===== src/rtl/dcv_pkg.sv =====
// Constants shared by the DC bus voltage supervisor
package dcv_pkg;

  // ------------------------------------------------------------------
  // Register port geometry
  // ------------------------------------------------------------------
  localparam int ADDR_W = 12;                   // Parameter number width
  localparam int DATA_W = 32;                   // Parameter data width
  localparam int VOLT_W = 16;                   // Voltage sample width

  // ------------------------------------------------------------------
  // Parameter numbers (register indices)
  // ------------------------------------------------------------------
  localparam logic [ADDR_W-1:0] ADDR_OVF_LEVEL = 12'h31a;
  localparam logic [ADDR_W-1:0] ADDR_OVW_LEVEL = 12'h31c;
  localparam logic [ADDR_W-1:0] ADDR_CAP_LIMIT = 12'h31e;
  localparam logic [ADDR_W-1:0] ADDR_UVF_LEVEL = 12'h320;
  localparam logic [ADDR_W-1:0] ADDR_UVF_POL   = 12'h322;
  localparam logic [ADDR_W-1:0] ADDR_UVW_LEVEL = 12'h324;
  localparam logic [ADDR_W-1:0] ADDR_BUS_VOLT  = 12'h326;

  // ------------------------------------------------------------------
  // Ranges and reset values, in volts
  // ------------------------------------------------------------------
  localparam logic [VOLT_W-1:0] VOLT_MAX       = 16'h0384; // 900 V
  localparam logic [VOLT_W-1:0] UVF_MIN        = 16'h005a; // 90 V
  localparam logic [VOLT_W-1:0] UVF_MAX        = 16'h01a4; // 420 V
  localparam logic [VOLT_W-1:0] OVW_RESET      = 16'h0000; // Warning off
  localparam logic [VOLT_W-1:0] UVF_RESET      = 16'h005a; // 90 V
  localparam logic [VOLT_W-1:0] UVW_MARGIN     = 16'h000a; // 10 V
  localparam logic [VOLT_W-1:0] UVW_RESET      = 16'h0064; // 90 V + 10 V
  localparam logic [VOLT_W-1:0] OVF_RESET      = 16'h0000; // Until loaded
  localparam logic [VOLT_W-1:0] CAP_RESET      = 16'hffff; // Until loaded
  localparam logic              UVF_POL_RESET  = 1'b1;     // Enable gated

  // ------------------------------------------------------------------
  // Policy encoding and fault code
  // ------------------------------------------------------------------
  localparam logic              POL_ALWAYS     = 1'b0;
  localparam logic              POL_ON_ENABLE  = 1'b1;
  localparam logic [15:0]       CAP_FAULT_CODE = 16'hf503;
  localparam logic [15:0]       NO_FAULT_CODE  = 16'h0000;

endpackage


===== src/rtl/dcv_supervisor.sv =====
// DC bus voltage supervisor: thresholds, warnings, faults, parameters
//
// Function
// - Overvoltage warning level 16-bit, 0..900, zero=off
// - Overvoltage warning when voltage above nonzero level
// - Overvoltage fault level read-only, loaded from config
// - Read-only capacitor limit; exceed raises fault CAP_OVERLOAD_FAULT
// - Undervoltage fault level writable, 90..420, default 90
// - Policy 0: undervoltage fault regardless of enable
// - Policy 1: undervoltage fault only during enable attempt
// - Policy bit defaults to 1 after load
// - Undervoltage warning level, default fault level plus ten
// - Undervoltage warning when voltage below warning level
// - Measured bus voltage readable, feeds all but the capacitor comparison
`timescale 1ns/1ps
module dcv_supervisor
  import dcv_pkg::*;
(
  // Clock and reset
  input  wire logic              clk,
  input  wire logic              srst,
  // Measurement side
  input  wire logic              sample_valid,
  input  wire logic [VOLT_W-1:0] bus_voltage,
  input  wire logic [VOLT_W-1:0] cap_load,
  // Drive enable attempts
  input  wire logic              sw_enable,
  input  wire logic              hw_enable_pin,
  // Configuration memory load
  input  wire logic              cfg_load,
  input  wire logic [VOLT_W-1:0] cfg_ovf_level,
  input  wire logic [VOLT_W-1:0] cfg_cap_limit,
  input  wire logic [VOLT_W-1:0] cfg_uvf_level,
  // Parameter access port
  input  wire logic              reg_wr,
  input  wire logic              reg_rd,
  input  wire logic [ADDR_W-1:0] reg_addr,
  input  wire logic [DATA_W-1:0] reg_wdata,
  output logic [DATA_W-1:0]      reg_rdata,
  output logic                   reg_rvalid,
  // Nonvolatile save request
  output logic                   nv_save,
  output logic [ADDR_W-1:0]      nv_save_addr,
  output logic [VOLT_W-1:0]      nv_save_data,
  // Supervisor flags
  input  wire logic              fault_clear,
  output logic                   ov_warn,
  output logic                   uv_warn,
  output logic                   uv_fault,
  output logic                   cap_overload_fault,
  output logic [15:0]            fault_code
);

  // ------------------------------------------------------------------
  // State
  // ------------------------------------------------------------------
  logic [VOLT_W-1:0] ovw_level_q;     // Overvoltage warning level
  logic [VOLT_W-1:0] ovf_level_q;     // Overvoltage fault level, RO
  logic [VOLT_W-1:0] cap_limit_q;     // Capacitor load limit, RO
  logic [VOLT_W-1:0] uvf_level_q;     // Undervoltage fault level
  logic              uvf_pol_q;       // Undervoltage fault policy
  logic [VOLT_W-1:0] uvw_level_q;     // Undervoltage warning level
  logic [VOLT_W-1:0] volt_q;          // Last measured bus voltage
  logic              hw_en_meta_q;    // Synchroniser first stage
  logic              hw_en_q;         // Synchroniser second stage
  logic              ov_warn_q;       // Warning flags
  logic              uv_warn_q;
  logic              uv_fault_q;      // Sticky fault flags
  logic              cap_fault_q;
  logic [DATA_W-1:0] rdata_q;         // Read answer
  logic              rvalid_q;
  logic              nv_save_q;       // Save request pulse
  logic [ADDR_W-1:0] nv_addr_q;
  logic [VOLT_W-1:0] nv_data_q;

  // ------------------------------------------------------------------
  // Write decode and range limiting
  // ------------------------------------------------------------------
  wire logic [VOLT_W-1:0] wr_volt  = reg_wdata[VOLT_W-1:0];
  wire logic              wr_big   = |reg_wdata[DATA_W-1:VOLT_W];
  // Out of range writes are clamped rather than refused, so software
  // always ends with a legal level in place
  wire logic [VOLT_W-1:0] wr_full  =
    (wr_big || wr_volt > VOLT_MAX) ? VOLT_MAX : wr_volt;
  wire logic [VOLT_W-1:0] wr_uvf   =
    (wr_big || wr_volt > UVF_MAX) ? UVF_MAX :
    (wr_volt < UVF_MIN) ? UVF_MIN : wr_volt;
  wire logic              wr_ovw   = reg_wr && reg_addr == ADDR_OVW_LEVEL;
  wire logic              wr_uvf_l = reg_wr && reg_addr == ADDR_UVF_LEVEL;
  wire logic              wr_pol   = reg_wr && reg_addr == ADDR_UVF_POL;
  wire logic              wr_uvw   = reg_wr && reg_addr == ADDR_UVW_LEVEL;
  wire logic              wr_any   = wr_ovw | wr_uvf_l | wr_pol | wr_uvw;
  wire logic [VOLT_W-1:0] wr_saved =
    wr_uvf_l ? wr_uvf :
    wr_pol   ? {{(VOLT_W-1){1'b0}}, reg_wdata[0]} : wr_full;

  // ------------------------------------------------------------------
  // Threshold comparisons on the incoming sample
  // ------------------------------------------------------------------
  wire logic enable_try = sw_enable | hw_en_q;
  wire logic ov_cmp = (ovw_level_q != OVW_RESET)
                   && (bus_voltage > ovw_level_q);
  wire logic uv_cmp = bus_voltage < uvw_level_q;
  wire logic uvf_low = bus_voltage < uvf_level_q;
  // Policy 0 faults at any time, policy 1 only while enabling
  wire logic uvf_cmp = uvf_low &&
    ((uvf_pol_q == POL_ALWAYS) ||
     (uvf_pol_q == POL_ON_ENABLE && enable_try));
  wire logic cap_cmp = cap_load > cap_limit_q;
  wire logic uvf_set = sample_valid && uvf_cmp;
  wire logic cap_set = sample_valid && cap_cmp;

  // ------------------------------------------------------------------
  // Read decode; unmapped numbers answer zero
  // ------------------------------------------------------------------
  logic [VOLT_W-1:0] rd_sel;
  always_comb begin
    rd_sel = '0;
    case (reg_addr)
      ADDR_OVF_LEVEL: rd_sel = ovf_level_q;
      ADDR_OVW_LEVEL: rd_sel = ovw_level_q;
      ADDR_CAP_LIMIT: rd_sel = cap_limit_q;
      ADDR_UVF_LEVEL: rd_sel = uvf_level_q;
      ADDR_UVF_POL:   rd_sel = {{(VOLT_W-1){1'b0}}, uvf_pol_q};
      ADDR_UVW_LEVEL: rd_sel = uvw_level_q;
      ADDR_BUS_VOLT:  rd_sel = volt_q;
      default:        rd_sel = '0;
    endcase
  end

  // ------------------------------------------------------------------
  // Hardware enable pin synchroniser
  // ------------------------------------------------------------------
  always_ff @(posedge clk) begin
    if (srst) begin
      hw_en_meta_q <= 1'b0;
      hw_en_q      <= 1'b0;
    end else begin
      hw_en_meta_q <= hw_enable_pin;
      hw_en_q      <= hw_en_meta_q;
    end
  end

  // ------------------------------------------------------------------
  // Read-only levels, loaded from configuration memory
  // ------------------------------------------------------------------
  always_ff @(posedge clk) begin
    if (srst) begin
      ovf_level_q <= OVF_RESET;
      cap_limit_q <= CAP_RESET;
    end else if (cfg_load) begin
      ovf_level_q <= cfg_ovf_level;
      cap_limit_q <= cfg_cap_limit;
    end
  end

  // ------------------------------------------------------------------
  // Writable levels; a load restores warning and policy defaults, fault level from cfg_uvf_level
  // ------------------------------------------------------------------
  always_ff @(posedge clk) begin
    if (srst) begin
      ovw_level_q <= OVW_RESET;
      uvf_level_q <= UVF_RESET;
      uvf_pol_q   <= UVF_POL_RESET;
      uvw_level_q <= UVW_RESET;
    end else if (cfg_load) begin
      ovw_level_q <= OVW_RESET;
      uvf_level_q <= cfg_uvf_level;
      uvf_pol_q   <= UVF_POL_RESET;
      // Carry dropped on purpose: a legal fault level plus the margin
      // stays well inside the sample width
      uvw_level_q <= VOLT_W'(cfg_uvf_level + UVW_MARGIN);
    end else begin
      if (wr_ovw) begin
        ovw_level_q <= wr_full;
      end
      if (wr_uvf_l) begin
        uvf_level_q <= wr_uvf;
      end
      if (wr_pol) begin
        uvf_pol_q <= reg_wdata[0];
      end
      if (wr_uvw) begin
        uvw_level_q <= wr_full;
      end
    end
  end

  // ------------------------------------------------------------------
  // Nonvolatile save request, one pulse per accepted write
  // ------------------------------------------------------------------
  always_ff @(posedge clk) begin
    if (srst) begin
      nv_save_q <= 1'b0;
      nv_addr_q <= '0;
      nv_data_q <= '0;
    end else begin
      nv_save_q <= wr_any && !cfg_load;
      if (wr_any) begin
        nv_addr_q <= reg_addr;
        nv_data_q <= wr_saved;
      end
    end
  end

  // ------------------------------------------------------------------
  // Sample capture and warning flags, updated once per sample
  // ------------------------------------------------------------------
  always_ff @(posedge clk) begin
    if (srst) begin
      volt_q    <= '0;
      ov_warn_q <= 1'b0;
      uv_warn_q <= 1'b0;
    end else if (sample_valid) begin
      volt_q    <= bus_voltage;
      ov_warn_q <= ov_cmp;
      uv_warn_q <= uv_cmp;
    end
  end

  // ------------------------------------------------------------------
  // Sticky faults; a new event wins over a clear in the same cycle
  // ------------------------------------------------------------------
  always_ff @(posedge clk) begin
    if (srst) begin
      uv_fault_q  <= 1'b0;
      cap_fault_q <= 1'b0;
    end else begin
      uv_fault_q  <= uvf_set | (uv_fault_q & ~fault_clear);
      cap_fault_q <= cap_set | (cap_fault_q & ~fault_clear);
    end
  end

  // ------------------------------------------------------------------
  // Read answer, one cycle after the strobe
  // ------------------------------------------------------------------
  always_ff @(posedge clk) begin
    if (srst) begin
      rdata_q  <= '0;
      rvalid_q <= 1'b0;
    end else begin
      rvalid_q <= reg_rd;
      if (reg_rd) begin
        rdata_q <= {{(DATA_W-VOLT_W){1'b0}}, rd_sel};
      end
    end
  end

  // ------------------------------------------------------------------
  // Fault code register; only the capacitor fault carries a code here
  // ------------------------------------------------------------------
  logic [15:0] code_q;
  always_ff @(posedge clk) begin
    if (srst) begin
      code_q <= NO_FAULT_CODE;
    end else begin
      code_q <= (cap_set | (cap_fault_q & ~fault_clear))
                ? CAP_FAULT_CODE : NO_FAULT_CODE;
    end
  end

  // ------------------------------------------------------------------
  // Outputs, all straight from flip-flops
  // ------------------------------------------------------------------
  assign reg_rdata          = rdata_q;
  assign reg_rvalid         = rvalid_q;
  assign nv_save            = nv_save_q;
  assign nv_save_addr       = nv_addr_q;
  assign nv_save_data       = nv_data_q;
  assign ov_warn            = ov_warn_q;
  assign uv_warn            = uv_warn_q;
  assign uv_fault           = uv_fault_q;
  assign cap_overload_fault = cap_fault_q;
  assign fault_code         = code_q;

endmodule


===== config.mk =====
export PLATFORM = sky130hd
export DESIGN_NAME = dcv_supervisor
export DESIGN_NICKNAME = d
export VERILOG_FILES = /design/src/rtl/dcv_pkg.sv /design/src/rtl/dcv_supervisor.sv
export SDC_FILE = /design/constraint.sdc
export NUM_CORES = 1
export LEC_CHECK = 0
export BUFFER_PORTS_ARGS = -buffer_cell sky130_fd_sc_hd__clkbuf_2
export CORE_MARGIN = 5
export CORE_UTILIZATION = 50
export CTS_CLUSTER_DIAMETER = 200
export DETAILED_ROUTE_END_ITERATION = 10
export MAX_ROUTING_LAYER = met4
export PLACE_DENSITY = 0.76
export RECOVER_POWER = 25
export SYNTH_ARGS = -nofsm -noshare
export SYNTH_HDL_FRONTEND = slang
export SYNTH_SLANG_ARGS = --single-unit

===== constraint.sdc =====
create_clock -name clk -period 2.7 [get_ports clk]
set_input_delay 0.405 -clock clk [delete_from_list [all_inputs] [get_ports clk]]
set_output_delay 0.405 -clock clk [all_outputs]
set_load 0.02 [all_outputs]

==> results of run 1 <==
## metrics by stage
stage / std cells / hold slack [ns] / total power [mW]
global placement: 1353 / 0.420 / 3.07
floorplan: 1007 / 0.414 / 2.83
finish: 1385 / 0.191 / 5.34
CTS: 1385 / 0.181 / 5.34
detailed placement: 1353 / 0.425 / 3.09
global route: 1385 / 0.179 / 5.53
## cells by family (layout without fill, tap and decap cells)
| logic type | Yosys count | in the layout |
|---|---|---|
| and+or+nand+nor | 300 | 300 |
| AOI/OAI and AO/OA | 238 | 238 |
| buffers and inverters | 154 | 312 |
| DFF | 149 | 149 |
| muxes | 66 | 66 |
| adders and majority gates | 63 | 63 |
| xor gates and xnor gates | 13 | 13 |
| other | 1 | 24 |
## worst max path at each step
stage,start,to,slack (ns)
after floorplan,reg_addr[6],nv_save_data[0]$_SDFFE_PP0P_,0.53
after global placement,reg_wdata[6],nv_save_data[2]$_SDFFE_PP0P_,0.27
after detailed placement,reg_addr[5],ovw_level_q[9]$_SDFFE_PP0P_,0.19
after CTS,uvw_level_q[9]$_SDFFE_PP0P_,uv_warn$_SDFFE_PP0P_,0.62
after global routing,srst,uvf_level_q[7]$_SDFFE_PP0P_,0.42
final,srst,uvf_level_q[7]$_SDFFE_PP0P_,0.56
## power by group through the flow
stage / clock network [mW] / logic, mW / registers (mW)
floorplan: 0 / 0.458 / 2.37
global placement: 0 / 0.674 / 2.39
CTS: 2.29 / 0.697 / 2.35
global route: 2.40 / 0.783 / 2.35
finish: 2.29 / 0.702 / 2.35
detailed placement: 0 / 0.692 / 2.39
## state kept, by name, indices dropped and copies added (netlist names)
register,count
reg_rdata,16
cap_limit_q,16
uv_warn,1
ovw_level_q,16
ovf_level_q,16
hw_en_meta_q,1
uvw_level_q,16
reg_rvalid,1
nv_save_addr,12
fault_code,1
uv_fault,1
volt_q,16
nv_save,1
ov_warn,1
nv_save_data,16
uvf_level_q,16
uvf_pol_q,1
hw_en_q,1
## cell usage in the layout, fill, tap and decap left out, drive strengths merged, types with 7 or more instances in the layout
cell,netlist,layout
ha,63,63
o211ai,20,20
nand2,93,93
buf,51,19
nand3,32,32
dfxtp,149,149
conb,1,24
xor2,12,12
inv,70,73
nor2b,8,8
a21oi,59,59
nand4,14,14
a21o,15,15
clkbuf,33,210
mux2i,64,64
nor3,15,15
and3,20,20
nor4,11,11
o21ai,66,66
o21a,7,7
a211oi,13,13
nor2,86,86
a221oi,20,20
## cell type report
class / instances / area, µm²
Clock inverter: 13 / 124
Sequential cell: 149 / 2980
Tap cell: 220 / 275
Fill cell: 1539 / 6540
Clock buffer: 19 / 443
Multi-Input combinational cell: 704 / 4620
Inverter: 70 / 263
Timing Repair Buffer: 210 / 1100
## metal layers
metal  share of wire (%)  global-route usage [%]
met1                  43                    35.3
met2                  46                    41.1
met3                 8.3                    5.90
met4                 2.7                    8.79
met5                   0                       -
==> flow_summary.yaml, run 1 <==
yosys:
  ys.flop_type: "dfxtp_1"
  synth_xor_xnor_area_share_pct: 1.38
  synth.distinct_cells: 63
  synthMostInstantiatedCell: "dfxtp_1"
  yosysTopAreaCellShare_pct: 36.2
  synth.cells.most_frequent: "dfxtp_1, nand2_1, nor2_1"
  async_flop_share_pct: 0
  seq_area_frac_synth_pct: 36.2
  synth_mux_area_share_pct: 8.06
  synth_top_family_by_area: "compound AO/OA/AOI/OAI gates"
  synth_area_leaders: "dfxtp_1, ha_1, mux2i_1"
  ys_ff_latch: 149
  synth_adder_area_share_pct: 9.58
  yosysTopAreaCell: "dfxtp_1"
  synth_compound_area_share_pct: 18.6
  yosysWarnings: 0
  synth.avg_cell_area_um2: 8.36
  synth_area_um2: 8230
  synth_edf_count: 0
  syn_inst: 984
  synthSimpleGateAreaFrac_pct: 17.5
global_routing:
  grt_overflow_total: 0
  first_global_vias: 7541
  grt_max_degree: 75
  grt_pass1_wl_um: 40400
  antenna_found_initial: 0
  grt_util_all_layers_pct: 26.8
clock_network:
  path_clk_slew_ns: 0.07
  cts_hold_buf: 0
  clock_latency_ns: 0.43
  cts.htree.levels: 4
  cts.sinks: 149
  cts_buffer_depth: 2
  cts_tree: "built"
  cts_made_buffers: 17
  cts-resized-gates: 0
  post-cts-setup-buffers: 0
  cts_root_buffer: "clkbuf_16"
floorplan:
  die-area_um2: 19100
  start_util_pct: 50.3
  die_y_um: 138
  chipWidth_um: 138
  rows: 47
  ios: 215
  core_area_um2: 16300
finish:
  area_delta_synth_final_pct: 19.2
  postLayoutCellArea_um2: 9810
  final_util_pct: 60.0
  nNetsFinal: 1348
  drive_above_1_share_pct: 21.5
  insertedDiodeCount: 0
timing:
  timing_hold_violations_final: 0
  rsz0062_at_grt: "false"
  worst_slack_ns: 0.560
  drv_slew: 0
  fin_setup_tns_ns: 0
  fin_crit_sh_pct: 79.3
  tightestPinTransition_ns: 1.38
  period_minus_slack_ns: 2.14
  finalSetupViolCount: 0
  max_freq_mhz: 467
  slew-limit-headroom_pct: 7.99
  fin_worst_skew_ns: 0.00989
worst_setup_path:
  crit_buf_inv: 2
  r2r_cells: 7
  reg2reg_from: "uvw_level_q[9]$_SDFFE_PP0P_"
  crit_fanout: 59
  cp.required_ns: 3.03
  worstSetupPathType: "in2reg"
  reg2reg_to: "uv_warn$_SDFFE_PP0P_"
  r2r_setup_slack_ns: 0.61
  critPathLaunchType: "primary input"
  critPathMaxStageDelay_ns: 1.08
  path_depth: 4
  crit_chain: "clkbuf_1 > clkbuf_2 > nor2_1 > a22o_1"
  arrival_ns: 2.47
  critical_path.slowest_cell: "clkbuf_2"
  critPathTopFamily: "buffers and inverters"
  endpoint_kind: "flip-flop"
detailed_routing:
  drc: 0
  first_pass_iters: 6
  avgRoutedWirePerCell_um: 18.3
  wl_um: 25300
  drtAntennaViolNets: 0
  first_iter_violations: 649
  via_per_inst: 5.65
  vias: 7821
min_path:
  min_path_cells: 2
  hold_start: "hw_enable_pin"
  whs_endpoint: "hw_en_meta_q$_SDFF_PP0_"
  min_path_type: "in2reg"
place:
  dp_worst_setup_slack_ns: 0.191
  detailed_place_hpwl_um: 19500
  placed_area_um2: 9260
  gp_congestion: 0.935
  numPortBuffers: 190
pwr:
  pwr-share-clk_pct: 42.9
  swShare_pct: 27.6
  irDropWorstVdd_mv: 0.480
  power_frac_comb_pct: 13.1
  leakage_nw: 4.49
  seqPwrFrac_pct: 44.0
  powerDensity_nw_per_um2: 544
  p_sw_mw: 1.48
  internal-power_mw: 3.86
run:
  maxCapViolCount: 0
status:
  status: "finished clean"
(Power assumes the default switching activity.)
==> run 2, diff against run 1 <==
==> constraint.sdc (replaced) <==
create_clock -name clk -period 2.1 [get_ports clk]
set_input_delay 0.315 -clock clk [delete_from_list [all_inputs] [get_ports clk]]
set_output_delay 0.315 -clock clk [all_outputs]
set_load 0.02 [all_outputs]
==> run 2 against run 1 <==
Worst setup slack worse by 0.43 ns. Non-clock buffer count grew 30. Global-route usage is 0.28 points higher. Wire length rose by 1.5%. Via count grew 2.5%. Combinational power up 34%. Register-to-register slack worse by 0.45 ns. Core utilization increased by 1.9 points. Sequential share of layout area fell by 0.93 points. Power rose by 34%. Flip-flop and latch count stayed put. Hold slack got worse by 0.086 ns. Largest power group is now the clock network.
==> flow_summary.yaml, run 2 (synthesis gave the netlist of run 1 again) <==
global_routing:
  first_global_vias: 7657
  grt_max_degree: 75
  grt_use_met1_pct: 35.2
  grt_overflow_total: 0
  grt_pass1_wl_um: 40800
  grt.busiest_layer: "met2"
  antenna_found_initial: 0
  grt_util_all_layers_pct: 27.1
  grt_use_met3_pct: 6.11
  use_met2_pct: 41.2
detailed_routing:
  vias: 8017
  drc: 0
  wl_um: 25700
  avgRoutedWirePerCell_um: 18.2
  first_pass_iters: 6
  drtAntennaViolNets: 0
  first_iter_violations: 778
  via_per_inst: 5.67
timing:
  finalSetupViolCount: 0
  period_minus_slack_ns: 1.97
  drv_slew: 0
  rsz0062_at_grt: "false"
  fin_setup_tns_ns: 0
  fin_worst_skew_ns: 0.0123
  tightestPinTransition_ns: 1.45
  slew-limit-headroom_pct: 3.20
  max_freq_mhz: 507
  timing_hold_violations_final: 0
  fin_crit_sh_pct: 93.9
  timing.hold.ws_ns: 0.105
floorplan:
  die-area_um2: 19100
  die_y_um: 138
  chipWidth_um: 138
  rows: 47
  core_area_um2: 16300
  ios: 215
  start_util_pct: 50.3
status:
  status: "finished clean"
finish:
  layout_commonest_cell: "clkbuf_2"
  nNetsFinal: 1378
  final_util_pct: 61.9
  layout_common_cells: "clkbuf_2, dfxtp_1, nand2_1"
  fill_cells: 1430
  area_delta_synth_final_pct: 23.0
  drive_above_1_share_pct: 23.8
  postLayoutCellArea_um2: 10100
  insertedDiodeCount: 0
clock_network:
  cts_tree: "built"
  cts.sinks: 149
  cts_buffer_depth: 2
  cts_root_buffer: "clkbuf_16"
  cts_made_buffers: 17
  cts.htree.levels: 4
  path_clk_slew_ns: 0.07
  clock_latency_ns: 0.43
min_path:
  min_path_type: "in2reg"
  min_path_cells: 2
run:
  maxCapViolCount: 0
worst_setup_path:
  crit_fanout: 64
  critical_path.slowest_cell: "clkbuf_2"
  critPathLaunchType: "primary input"
  worstSetupPathType: "in2reg"
  endpoint_kind: "flip-flop"
  critPathMaxStageDelay_ns: 1.11
  arrival_ns: 2.30
  path_depth: 4
  critPathTopFamily: "buffers and inverters"
  r2r_cells: 7
  cp.required_ns: 2.43
  crit_buf_inv: 2
  crit_chain: "clkbuf_1 > clkbuf_2 > nor2_1 > a22o_1"
place:
  numPortBuffers: 190
  detailed_place_hpwl_um: 19900
  gp_congestion: 0.946
  placed_area_um2: 9530
pwr:
  powerDensity_nw_per_um2: 707
  leakage_nw: 4.68
  irDropWorstVdd_mv: 0.601
  p_total_mw: 7.15
==> run 2: cell count changes in the layout (fill, tap and decap cells not counted), sizes merged <==
cell,delta
bufinv,+2
inv,+2
clkbuf,+2
clkinv,-4
buf,+28
==> run 2: final timing paths <==
path	endpoint	slack (ns)	start
worst max-delay path	uvf_level_q[8]$_SDFFE_PP0P_	0.13	srst
worst min register to register	hw_en_q$_SDFF_PP0_	0.43	hw_en_meta_q$_SDFF_PP0_
worst max register to register	uv_warn$_SDFFE_PP0P_	0.16	uvw_level_q[9]$_SDFFE_PP0P_
worst min-delay path	hw_en_meta_q$_SDFF_PP0_	0.10	hw_enable_pin
==> run 2: per-stage QoR <==
step                cells  setup slack, ns
finish               1415            0.128
global route         1415           0.0252
CTS                  1415            0.110
detailed placement   1383          -0.0156
global placement     1383           0.0112
floorplan            1007           0.0152
==> run 2: power breakdown <==
part           leakage, nW  total, mW  switching, mW  internal, mW
combinational         3.17      0.941          0.550         0.391
clock                0.291       3.19           1.27          1.92
sequential            1.22       3.02         0.0881          2.93
total                 4.68       7.15           1.91          5.24
==> run 2: timing repair <==
| action | in CTS | in global routing |
|---|---|---|
| hold buffers | 0 | 0 |
| gates resized for setup | 0 | 1 |
| endpoints found under the hold margin | 0 | 0 |
| endpoints found under the setup margin | 0 | 1 |
| buffers inserted | 0 | 0 |
==> run 2: area by class of cell <==
| type | instances | area [µm²] | area share, % |
|---|---|---|---|
| Inverter | 70 | 263 | 2.60 |
| Timing Repair Buffer | 240 | 1370 | 13.5 |
| Tap cell | 220 | 275 | 2.72 |
| Clock buffer | 19 | 443 | 4.38 |
| Multi-Input combinational cell | 704 | 4620 | 45.7 |
| Clock inverter | 13 | 170 | 1.68 |
| Sequential cell | 149 | 2980 | 29.5 |
==> run 2: routing by layer <==
metal | up-vias | wire length [µm]
met2 | 368 | 11900
met1 | 3750 | 11000
met3 | 58 | 2130
li1 | 3841 | -
met4 | 0 | 758
met5 | - | 0
==> run 3, diff against run 2 <==
--- a/config.mk
+++ b/config.mk
@@ -6,6 +6,7 @@
 export NUM_CORES = 1
 export LEC_CHECK = 0
 export BUFFER_PORTS_ARGS = -buffer_cell sky130_fd_sc_hd__clkbuf_2
+export CORE_ASPECT_RATIO = 1.75
 export CORE_MARGIN = 5
 export CORE_UTILIZATION = 50
 export CTS_CLUSTER_DIAMETER = 200
==> run 3 against run 2 <==
Power decreased by 1.8%. Register-to-register slack is essentially flat. Largest power group unchanged. Combinational power increased by 1%. Flip-flop and latch count unchanged. Hold slack lost 0.0070 ns.
==> flow_summary.yaml, run 3 (synthesis gave the netlist of run 1 again) <==
floorplan:
  die_y_um: 180
  ios: 215
  start_util_pct: 50.5
  rows: 62
  core_area_um2: 16300
  die-area_um2: 19200
  chipWidth_um: 107
pwr:
  irDropWorstVdd_mv: 0.582
  leakage_nw: 4.76
  powerDensity_nw_per_um2: 687
status:
  status: "finished clean"
timing:
  tightestPinTransition_ns: 1.48
  timing.hold.ws_ns: 0.0979
  fin_crit_sh_pct: 92.8
  timing_hold_violations_final: 0
  finalSetupViolCount: 0
  period_minus_slack_ns: 1.95
  drv_slew: 0
  rsz0062_at_grt: "false"
  max_freq_mhz: 513
  worst_slack_ns: 0.152
  slew-limit-headroom_pct: 1.50
  fin_worst_skew_ns: 0.00854
  fin_setup_tns_ns: 0
detailed_routing:
  first_iter_violations: 377
  drtAntennaViolNets: 0
  wl_um: 26300
  avgRoutedWirePerCell_um: 18.7
  via_per_inst: 5.70
  vias: 8010
  first_pass_iters: 5
  drc: 0
finish:
  area_delta_synth_final_pct: 24.2
  multi_input_area_um2: 4630
  seq_area_um2: 2980
  layout_common_cells: "clkbuf_2, dfxtp_1, nand2_1"
  final_util_pct: 62.7
  nNetsFinal: 1398
  fill_cells: 1442
  insertedDiodeCount: 0
  postLayoutCellArea_um2: 10200
  layout_commonest_cell: "clkbuf_2"
  drive_above_1_share_pct: 25.0
clock_network:
  cts_buffer_depth: 2
  cts_tree: "built"
  cts_hold_buf: 0
  cts_root_buffer: "clkbuf_16"
  cts.htree.levels: 4
  cts_made_buffers: 17
  cts-resized-gates: 0
  clock_latency_ns: 0.43
  post-cts-setup-buffers: 0
  path_clk_slew_ns: 0.06
  cts.sinks: 149
place:
  placed_area_um2: 9640
  gp_congestion: 0.924
  detailed_place_hpwl_um: 21000
  numPortBuffers: 190
  dp_worst_setup_slack_ns: -0.249
worst_setup_path:
  critPathTopFamily: "compound AO/OA/AOI/OAI gates"
  arrival_ns: 2.28
  crit_chain: "inv_1 > ha_1 > a21boi_0 > o21ai_0 > nor3b_2 > o311ai_0 > buf_4 > a221oi_1"
  worstSetupPathType: "reg2reg"
  crit_buf_inv: 2
  cp.required_ns: 2.43
  critPathLaunchType: "flip-flop"
  critPathMaxStageDelay_ns: 0.37
  crit_fanout: 3
  critical_path.slowest_cell: "dfxtp_1"
  endpoint_kind: "flip-flop"
min_path:
  min_path_type: "in2reg"
global_routing:
  grt_pass1_wl_um: 41300
  grt_overflow_total: 0
  first_global_vias: 8028
  grt_max_degree: 44
  antenna_found_initial: 0
  grt_util_all_layers_pct: 28.1
run:
  maxCapViolCount: 0
## run 3: final cells by class
cell class,instances,area share [%]
clock buffer,20,4.47
timing repair buffer,260,14.9
sequential,149,29.2
tap,192,2.35
clock inverter,11,1.25
multi-input combinational,704,45.3
inverter,70,2.57
## run 3: metal layers
layer	track usage (%)	vias to the layer above	part of all wire (%)
met1	29.0	3689	37
met4	17.1	0	6.4
li1	-	3877	-
met2	49.0	345	52
met5	-	-	0
met3	4.38	99	5.4
## run 3: path summary, 6_finish.rpt
kind,from,endpoint,slack [ns],cells after the start
max,uvw_level_q[1]$_SDFFE_PP0P_,uv_warn$_SDFFE_PP0P_,0.15,8
min,hw_enable_pin,hw_en_meta_q$_SDFF_PP0_,0.1,2
max reg2reg,uvw_level_q[1]$_SDFFE_PP0P_,uv_warn$_SDFFE_PP0P_,0.15,8
min reg2reg,hw_en_meta_q$_SDFF_PP0_,hw_en_q$_SDFF_PP0_,0.44,1
## run 3: power by group
part,switching (mW),internal [mW]
registers,0.0811,2.93
logic,0.547,0.408
clock network,1.25,1.81
## run 3: stage by stage
stage | power, mW | cells
floorplan | 3.63 | 1007
global placement | 3.99 | 1375
detailed placement | 4.01 | 1375
CTS | 7.03 | 1406
global route | 7.30 | 1406
finish | 7.02 | 1406
## run 3: worst register-to-register path, stage by stage, from the launching register on
cell      delay, ns
dfxtp_1        0.37
inv_1          0.06
ha_1           0.26
a21boi_0       0.12
o21ai_0        0.16
nor3b_2        0.31
o311ai_0       0.18
buf_4          0.16
a221oi_1       0.24
